<file path="src/inc/bax_pkg.sv">
// Package for the byte ALU: opcodes, flag layout, request and result types
package bax_pkg;

    // Operand and address widths
    localparam int unsigned BAX_DATA_W   = 8;
    localparam int unsigned BAX_ADDR_W   = 7;
    localparam int unsigned BAX_NIB_W    = 4;
    // Highest register address an operation may name
    localparam logic [6:0]  BAX_ADDR_MAX = 7'h7F;

    // Destination selector encodings
    localparam logic BAX_DEST_ACC = 1'b0;
    localparam logic BAX_DEST_REG = 1'b1;

    // Reset values
    localparam logic [7:0] BAX_ACC_RST  = 8'h00;
    localparam logic [2:0] BAX_FLAG_RST = 3'h0;

    // Operation codes
    typedef enum logic [1:0] {
        register_minus_accumulator_op = 2'h0,
        literal_exclusive_or_op       = 2'h1,
        register_exclusive_or_op      = 2'h2,
        nibble_exchange_op            = 2'h3
    } bax_op_t;

    // Status flags
    typedef struct packed {
        logic zero_flag;
        logic half_borrow_flag;
        logic borrow_n_flag;
    } bax_flags_t;

    // One operation request
    typedef struct packed {
        bax_op_t    op;
        logic       dest_reg;
        logic [6:0] addr;
        logic [7:0] operand;
        logic [7:0] literal;
    } bax_req_t;

    // Write-back to the register file
    typedef struct packed {
        logic       wr_en;
        logic [6:0] addr;
        logic [7:0] data;
    } bax_wb_t;

endpackage : bax_pkg

</file>
<file path="src/bax_alu.sv">
// Byte ALU: subtract, exclusive-OR and nibble exchange with flag update
`timescale 1ns/100ps
`default_nettype none
// Behaviour
// RULE_01 - Register minus accumulator, destination selectable
// RULE_02 - Literal XOR accumulator, result into accumulator
// RULE_03 - Accumulator XOR addressed register operand
// RULE_04 - Register XOR: selector one writes register
// RULE_05 - Nibble exchange swaps halves, flags untouched
// RULE_06 - Nibble exchange: selector zero writes accumulator
// RULE_07 - Borrow, half-borrow and zero flag updates
module bax_alu
    import bax_pkg::*;
(
    // Clock and reset
    input  wire logic       clk,
    input  wire logic       reset_n,
    // Operation request, one per cycle when valid
    input  wire logic       req_valid,
    input  wire bax_req_t   req,
    // Register write-back
    output bax_wb_t         wb,
    // Architectural state
    output logic [7:0]      acc,
    output bax_flags_t      flags
);

    // One request is taken at each rising edge that sees req_valid high.
    // Every result is registered, so acc, flags and wb all move on that
    // edge and are seen one cycle later. The register operand is read by
    // the caller and handed over in the request; this block never reads
    // the register file itself, which keeps it a pure datapath stage.
    // Limitation: a register result leaves through wb one cycle late, so
    // a caller that issues back-to-back requests on the same register
    // must forward wb.data into the next operand itself.

    // Flags: the subtraction moves all three; both exclusive-OR forms move
    // only the zero flag; the nibble exchange moves none. The borrow flags
    // are stored as borrow-inverse, so they read as set when no borrow
    // occurred, the way a carry out of an addition would. Flags move even
    // when the result goes to the register, since they describe the
    // operation and not the destination.

    // The swap and the nibble borrow assume a byte of two nibbles
    if (BAX_DATA_W != 2 * BAX_NIB_W) begin : g_chk_nib
        $error("bax_alu: data width is not two nibbles");
    end
    // The address mask must span the whole address field
    if (BAX_ADDR_W != $bits(BAX_ADDR_MAX)) begin : g_chk_addr
        $error("bax_alu: address mask width mismatch");
    end

    // Selector decode
    logic        dest_is_reg;             // Selector asks for the register

    // Candidate results, all formed every cycle
    logic [7:0]  diff;                    // Subtractor result
    logic        borrow_n;                // Borrow inverse
    logic        half_borrow_n;           // Nibble borrow inverse
    logic [7:0]  lit_xor_res;             // Accumulator XOR literal
    logic [7:0]  reg_xor_res;             // Accumulator XOR operand
    logic [7:0]  swap_res;                // Operand with halves exchanged

    // Selected result and where it goes
    logic [7:0]  result;                  // Result of the taken operation
    logic        to_reg;                  // Result goes to the register
    logic        to_acc;                  // Result goes to the accumulator
    logic        upd_zero;                // Operation moves the zero flag
    logic        upd_borrow;              // Operation moves both borrow flags

    // Architectural state and its next values
    logic [7:0]  acc_reg, acc_next;       // Accumulator
    bax_flags_t  flags_reg, flags_next;   // Status flags
    bax_wb_t     wb_reg, wb_next;         // Registered write-back

    // Selector polarity is a package constant, not a bare literal
    assign dest_is_reg = (req.dest_reg == BAX_DEST_REG);

    // Register operand minus accumulator; the borrow outputs come out
    // inverted, which is exactly how the flags store them
    bax_sub #(
        .WIDTH         (BAX_DATA_W)
    ) i_bax_sub (
        .minuend       (req.operand),
        .subtrahend    (acc_reg),
        .difference    (diff),
        .borrow_n      (borrow_n),
        .half_borrow_n (half_borrow_n)
    );

    // The logic results read the registered accumulator, so a request in
    // the very next cycle already sees the value just written
    assign lit_xor_res = acc_reg ^ req.literal;                   // RULE_02
    assign reg_xor_res = acc_reg ^ req.operand;                   // RULE_03

    // Low nibble moves up, high nibble moves down
    assign swap_res    = {req.operand[BAX_NIB_W-1:0],
                          req.operand[BAX_DATA_W-1:BAX_NIB_W]};   // RULE_05

    // Result selection and routing for the taken operation
    always_comb begin
        // Defaults: no result, no destination, no flag moves
        result     = 8'h00;
        to_reg     = 1'b0;
        upd_zero   = 1'b0;
        upd_borrow = 1'b0;
        // Idle cycles select nothing, so acc and flags hold and wb clears
        if (req_valid) begin
            case (req.op)
                // Difference, with all three flags
                register_minus_accumulator_op: begin
                    result     = diff;                             // RULE_01
                    to_reg     = dest_is_reg;                      // RULE_01
                    upd_zero   = 1'b1;                             // RULE_07
                    upd_borrow = 1'b1;                             // RULE_07
                end
                // Literal form always lands in the accumulator
                literal_exclusive_or_op: begin
                    result     = lit_xor_res;                      // RULE_02
                    to_reg     = 1'b0;                             // RULE_02
                    upd_zero   = 1'b1;                             // RULE_07
                end
                // Register form, selectable destination
                register_exclusive_or_op: begin
                    result     = reg_xor_res;                      // RULE_03
                    to_reg     = dest_is_reg;                      // RULE_04
                    upd_zero   = 1'b1;                             // RULE_07
                end
                // Swap halves; flags deliberately left alone
                nibble_exchange_op: begin
                    result     = swap_res;                         // RULE_05
                    to_reg     = dest_is_reg;                      // RULE_06
                end
                // Unreachable with a two-bit code; kept so no latch forms
                default: begin
                    result     = 8'h00;
                    to_reg     = 1'b0;
                end
            endcase
        end
    end

    // Anything taken that is not bound for the register lands in acc
    assign to_acc = req_valid && !to_reg;

    // Accumulator next value: hold unless a result lands here
    always_comb begin
        // Hold by default
        acc_next = acc_reg;
        if (to_acc) begin
            // Selector zero, or the literal form
            acc_next = result;                                     // RULE_06
        end
    end

    // Accumulator register
    always_ff @(posedge clk or negedge reset_n) begin
        if (!reset_n) begin
            // Cleared with the core
            acc_reg <= BAX_ACC_RST;
        end else begin
            // Register the next value
            acc_reg <= acc_next;
        end
    end

    // Flag next value; an operation moves only the flags it names
    always_comb begin
        // Hold by default
        flags_next = flags_reg;
        if (upd_borrow) begin
            // Set when the accumulator does not exceed the operand
            flags_next.borrow_n_flag    = borrow_n;                // RULE_07
            flags_next.half_borrow_flag = half_borrow_n;           // RULE_07
        end
        if (upd_zero) begin
            // Judged on the result, whichever side it is written to
            flags_next.zero_flag = (result == 8'h00);              // RULE_07
        end
    end

    // Flag register
    always_ff @(posedge clk or negedge reset_n) begin
        if (!reset_n) begin
            // All flags clear after reset
            flags_reg <= BAX_FLAG_RST;
        end else begin
            // Register the next value
            flags_reg <= flags_next;
        end
    end

    // Write-back next value: a one-cycle pulse per register result
    always_comb begin
        // Idle and accumulator cycles write nothing
        wb_next = '0;
        if (to_reg) begin
            // Mask keeps the address inside the 0 to 127 range
            wb_next.wr_en = 1'b1;                                  // RULE_04
            wb_next.addr  = req.addr & BAX_ADDR_MAX;               // RULE_03
            wb_next.data  = result;                                // RULE_01
        end
    end

    // Write-back register; clearing it each idle cycle makes the pulse
    always_ff @(posedge clk or negedge reset_n) begin
        if (!reset_n) begin
            // No write may leave during reset
            wb_reg <= '0;
        end else begin
            // Register the next value
            wb_reg <= wb_next;
        end
    end

    // Outputs straight from flip-flops
    assign acc   = acc_reg;
    assign flags = flags_reg;
    assign wb    = wb_reg;

endmodule : bax_alu
`default_nettype wire

</file>
<file path="src/bax_sub.sv">
// Byte subtractor with borrow-inverse and half-borrow outputs
`timescale 1ns/100ps
`default_nettype none
module bax_sub
    import bax_pkg::*;
#(
    parameter int unsigned WIDTH = BAX_DATA_W
) (
    // Operands
    input  wire logic [WIDTH-1:0] minuend,
    input  wire logic [WIDTH-1:0] subtrahend,
    // Results
    output logic      [WIDTH-1:0] difference,
    output logic                  borrow_n,
    output logic                  half_borrow_n
);

    // Nibble test needs at least two nibbles
    if (WIDTH < 2 * BAX_NIB_W) begin : g_chk
        $error("bax_sub: WIDTH too small");
    end

    logic [WIDTH:0]     full_diff;   // Extended difference
    logic [BAX_NIB_W:0] nib_diff;    // Low nibble difference

    // Two's complement subtraction; top bit set means a borrow
    always_comb begin
        full_diff     = {1'b0, minuend} - {1'b0, subtrahend};
        nib_diff      = {1'b0, minuend[BAX_NIB_W-1:0]}
                      - {1'b0, subtrahend[BAX_NIB_W-1:0]};
        difference    = full_diff[WIDTH-1:0];
        borrow_n      = ~full_diff[WIDTH];     // RULE_07
        half_borrow_n = ~nib_diff[BAX_NIB_W];  // RULE_07
    end

endmodule : bax_sub
`default_nettype wire

</file>
<file path="config.mk">
export PLATFORM = sky130hd
export DESIGN_NAME = bax_alu
export DESIGN_NICKNAME = d
export VERILOG_FILES = /design/src/inc/bax_pkg.sv /design/src/bax_alu.sv /design/src/bax_sub.sv
export SDC_FILE = /design/constraint.sdc
export NUM_CORES = 1
export LEC_CHECK = 0
export BUFFER_PORTS_ARGS = -buffer_cell sky130_fd_sc_hd__buf_4
export CORE_UTILIZATION = 53
export CTS_BUF_LIST = sky130_fd_sc_hd__clkbuf_2 sky130_fd_sc_hd__clkbuf_4 sky130_fd_sc_hd__clkbuf_8
export DETAILED_ROUTE_END_ITERATION = 7
export PLACE_DENSITY = 0.83
export SYNTH_ARGS = -nofsm -noshare
export SYNTH_HDL_FRONTEND = slang
export SYNTH_SLANG_ARGS = --single-unit
export TNS_END_PERCENT = 10
</file>
<file path="constraint.sdc">
create_clock -name clk -period 2.46 [get_ports clk]
set_input_delay 0 -clock clk [delete_from_list [all_inputs] [get_ports clk]]
set_output_delay 0 -clock clk [all_outputs]
set_load 0.005 [all_outputs]
</file>
=== Word level (Yosys, flattened, before mapping) ===
Cells that the tools add are included.

* Add/sub/neg operators: 2
* Equal/unequal tests: 3
* Multiplexer cells: 9
* Bitwise gates (word level): 4
* Reductions and logical operators: 6

{| class="wikitable"
|+ Operators with widths
! cell !! number
|-
| $pmux W8 S4 || 1
|-
| $mux W16 || 1
|-
| $xor A8 B8 Y8 || 2
|-
| $sub A8 B8 Y9 || 1
|-
| $logic_not A8 Y1 || 1
|-
| $mux W8 || 1
|-
| $reduce_or A3 Y1 || 2
|-
| $mux W1 || 5
|-
| $sub A4 B4 Y5 || 1
|-
| $eq A2 B2 Y1 const B || 2
|-
| $eq A2 B1 Y1 const B || 1
|-
| $logic_not A2 Y1 || 1
|-
| $not A1 Y1 || 2
|-
| $pmux W1 S2 || 1
|-
| $logic_and A1 B1 Y1 || 1
|-
| $logic_not A1 Y1 || 1
|}

* Flip-flop bits (word level): 27
* Input port bits: 29
* Output and inout bits: 27
* Word-level logic and storage cells: 31

=== Depth between registers and ports, before layout ===
* Depth in word-level cells: 6
* Mapped depth: 9
* Depth with buffers taken out: 9

=== Hierarchy ===
A second synthesis with hierarchy kept.

* Cells, all modules: 176
* Area total of the unflattened synthesis: 1762.9 um^2

{| class="wikitable"
|+ Modules (own cells, without submodules)
! module !! instances !! cells each !! area an instance (um^2) !! seq. area each (um^2)
|-
| bax_alu || 1 || 130 || 1407.6 || 675.6
|-
| bax_sub || 1 || 46 || 355.3 || 0.0
|}

=== Least setup slack after synthesis ===
No wires, ideal clock.

* Kind: reg-to-reg
* Start: register acc_reg[0], in the netlist acc[0]
* End: register flags_reg, in the netlist flags[2]
* Library setup time: 0.104 ns
* Data arrival time: 1.939 ns
* Required time: 2.356 ns
* Slack: 0.418 ns
* Cell stages (with the launch flop): 9
* Buffers on the path: 0
* Path through: dfrtp_1 -> ha_1 -> fa_1 -> nor2b_1 -> o21a_1 -> o211ai_1 -> and3b_1 -> nand4b_1 -> o41ai_2

* Longest elaborated chain between the ends: 4
* Elaborated cells on any way between the ends: 6
* Those cells by class: add/sub (1); mux (2); bitwise (2); reduce/logical (1)

{| class="wikitable"
|+ Ends and longest elaborated chain
! what !! line !! source
|-
| start, declared || bax_alu.sv:72 || <nowiki>logic [7:0] acc_reg, acc_next;</nowiki>
|-
| start signal, assigned || bax_alu.sv:163 || <nowiki>acc_reg <= acc_next;</nowiki>
|-
| $sub A8 B8 Y9, or another cell as far along || bax_sub.sv:28 || <nowiki>full_diff = {1'b0, minuend} - {1'b0, subtrahend};</nowiki>
|-
| $pmux W8 S4 * || bax_alu.sv:109 || <nowiki>case (req.op)</nowiki>
|-
| $mux W8 * || bax_alu.sv:108 || <nowiki>if (req_valid) begin</nowiki>
|-
| $logic_not A8 Y1 * || bax_alu.sv:178 || <nowiki>flags_next.zero_flag = (result == 8'h00);</nowiki>
|-
| end signal, assigned || bax_alu.sv:189 || <nowiki>flags_reg <= flags_next;</nowiki>
|-
| end, declared || bax_alu.sv:73 || <nowiki>bax_flags_t flags_reg, flags_next;</nowiki>
|}

Every way passes the cells marked *; elsewhere a longest branch is shown, timed or not.
A chain may end at the register's enable or synchronous reset.

=== Worst setup path in the final report ===
Ends and elaborated chain as after synthesis.

==> flow_summary.json <==
{
  "num_antenna_cells": 0,
  "synthArstFlopShare_pct": 100.0,
  "finalMaxSlewViolations": 0,
  "cp-start-kind": "flop",
  "yosys_warnings": 0,
  "start_util_pct": 57.24,
  "synth_top_area_cell": "dfrtp_1",
  "clockBufferDepth": 2,
  "yosys-top-cells-area": "dfrtp_1, ha_1, mux2i_1, xnor2_1, and3_1",
  "ant_nets": 0,
  "dr.pass1.iters": 4,
  "power_density_nw_per_um2": 575.5,
  "route.detailed.drc": 0,
  "ff2ff_path_depth": 8,
  "holdCritPathClass": "input port to flop",
  "peakVddDrop_uv": 479.5,
  "crit_arrival_ns": 2.54,
  "status": "completed",
  "cp_data_required_time_ns": 2.72,
  "clkTransAtPathRegs_ns": 0.16,
  "yosys.area_share.simple_pct": 18.73,
  "largest_reg_flops": 16,
  "cts_resized": 0,
  "wl_per_cell_um": 16.61,
  "grt-ovfl-total": 0,
  "ys_seq_elements": 27,
  "crit_family": "adder cells",
  "finalSetupViolations": 0,
  "hpwlAfterDp_mm": 3.488,
  "drive_above_1_share_pct": 29.15,
  "cp.depth": 8,
  "die_w_um": 60.12,
  "min_period_ns": 2.285,
  "hold_violations": 0,
  "critPathKind": "flop to flop",
  "port_buffers": 55,
  "vias": 1691,
  "cap_violations": 0,
  "cts_setup_buffers": 0,
  "crit_fanout": 5,
  "synth_edf_count": 0,
  "grt_pass1_wl_mm": 7.521,
  "core_area_sq_um": 3128,
  "areaGrowthSynthToFinish_pct": 31.38,
  "cts_inserted_buffers": 3,
  "syn_area_sq_um": 1790,
  "cts-htree-levels": 1,
  "place.gp.congestion": 0.8920,
  "cpMaxStageDelayCell": "dfrtp_1",
  "synth_top_area_share_pct": 37.74,
  "path_cells": "ha_1 > fa_1 > nor2b_1 > o21a_1 > o211ai_1 > and3b_1 > nand4b_1 > o41ai_2",
  "synth_top_family_by_area": "simple AND/OR/NAND/NOR gates",
  "avgViaCountPerCell": 5.811,
  "postSynthAreaPerCell_sq_um": 9.626,
  "yosysSeqAreaShare_pct": 37.74,
  "ys.flop_type": "dfrtp_1",
  "cts_hold_buf": 8,
  "min_period_over_period_pct": 92.88,
  "clock.fmax_mhz": 437.7,
  "leakagePower_nw": 1.171,
  "syn_nets": 231,
  "synth-xor-area-share_pct": 3.913,
  "critPathMaxStageDelay_ns": 0.47,
  "clock_skew_ns": 0.01283,
  "holdPathStages": 3,
  "grt_pass1_vias": 1583,
  "grt_max_degree": 28,
  "clkLatencyLatePin_ns": 0.34,
  "synth_cell_types": 45,
  "dieArea_sq_um": 3614,
  "cts_tree": "yes",
  "endpoint_kind": "flop",
  "rsz0062_at_grt": "no",
  "clock_sinks": 27,
  "die_y_um": 60.12,
  "finalSetupTns_ns": 0,
  "totalWireLength_mm": 4.834,
  "rows": 20,
  "root_buffer": "clkbuf_4",
  "tightest_slew_ns": 0.7005,
  "syn_inst": 186,
  "muxShareOfSynthArea_pct": 6.359,
  "nets": 293,
  "drt_iter0_markers": 94,
  "maxSlewHeadroom_pct": 53.20,
  "antenna_found_initial": 0,
  "crit_buf_inv": 0,
  "grt_usage_pct": 28.83,
  "ios": 56,
  "synth_compound_area_share_pct": 16.14,
  "power.total_mw": 1.354,
  "synth-adder-area-share_pct": 11.60
}
[placed cells by master, fill, tap and decap left out, drive strengths merged, types with 5 or more instances in the layout]
cell / synthesis / layout
nor2: 6 / 6
a21oi: 10 / 10
dfrtp: 27 / 27
and3: 10 / 10
ha: 15 / 15
mux2i: 8 / 8
xnor2: 8 / 8
o21ai: 12 / 12
nand2: 15 / 15
nor3: 5 / 5
buf: 2 / 59
inv: 14 / 14
dlygate4sd3: 0 / 8
[tightest hold or removal path: stages]
cell and delay (ns):
buf_4 0.18, o211ai_2 0.11, nor2_1 0.05
[final cells by class]
| cell class | instances | area [sq um] |
|---|---|---|
| repair buffers | 67 | 523.0 |
| multi-input cells | 135 | 1016 |
| inverters | 14 | 52.55 |
| clock inverters | 1 | 7.507 |
| fillers | 233 | 775.7 |
| well taps | 44 | 55.05 |
| clock buffers | 3 | 22.52 |
| flip-flops and latches | 27 | 675.6 |
[report_power, final]
group / leakage [nW] / internal [mW] / switching (mW)
logic: 0.800 / 0.296 / 0.301
registers: 0.356 / 0.498 / 0.0557
clock network: 0.0139 / 0.0624 / 0.141
total: 1.17 / 0.857 / 0.497
[cell families (layout without fill, tap and decap cells)]
group / count (synthesis) / after routing
muxes: 11 / 11
xor gates and xnor gates: 8 / 8
adders and majority gates: 16 / 16
AOI/OAI and AO/OA: 41 / 41
and+or+nand+nor: 59 / 59
buffers and inverters: 24 / 85
DFF: 27 / 27
[cell usage after synthesis, types with 4 or more instances]
cell type   n
clkbuf_1    8
nand2_1    15
nor2_1      6
o21ai_0     9
and2_1      4
and3_1      9
nor3_1      5
a21oi_1     9
mux2i_1     8
ha_1       15
dfrtp_1    27
inv_1      13
xnor2_1     8
[per-layer routing]
layer / up-vias / GRT usage, % / routed length (um)
li1: 787 / - / -
met5: - / 0 / 0
met4: 0 / 7.973 / 63
met2: 90 / 48.67 / 2293
met3: 10 / 4.762 / 395
met1: 804 / 37.95 / 2083
[worst paths after layout]
check,from,end,slack (ns)
min in group asynchronous,reset_n,wb[0],0.08
worst min register to register,flags[0],flags[0],0.53
max in group asynchronous,reset_n,acc[7],2.11
worst max register to register,acc[0],flags[2],0.18
worst min-delay path,req_valid,wb[2],0.02
worst max-delay path,acc[0],flags[2],0.18
[per-stage QoR]
step | cell area [sq um] | hold WS, ns | std cells | worst slack [ns] | utilization [%]
floorplan | 1790 | -0.2956 | 186 | 0.4177 | -
global placement | 2242 | -0.07184 | 279 | 0.3354 | 71.68
detailed placement | 2242 | -0.07320 | 279 | 0.2354 | 71.68
CTS | 2352 | 0.01751 | 291 | 0.2022 | 75.20
global route | 2352 | 0.02070 | 291 | 0.08743 | 75.20
finish | 2352 | 0.01956 | 291 | 0.1751 | 75.20
Note: power is estimated with default switching activity, not from simulation.
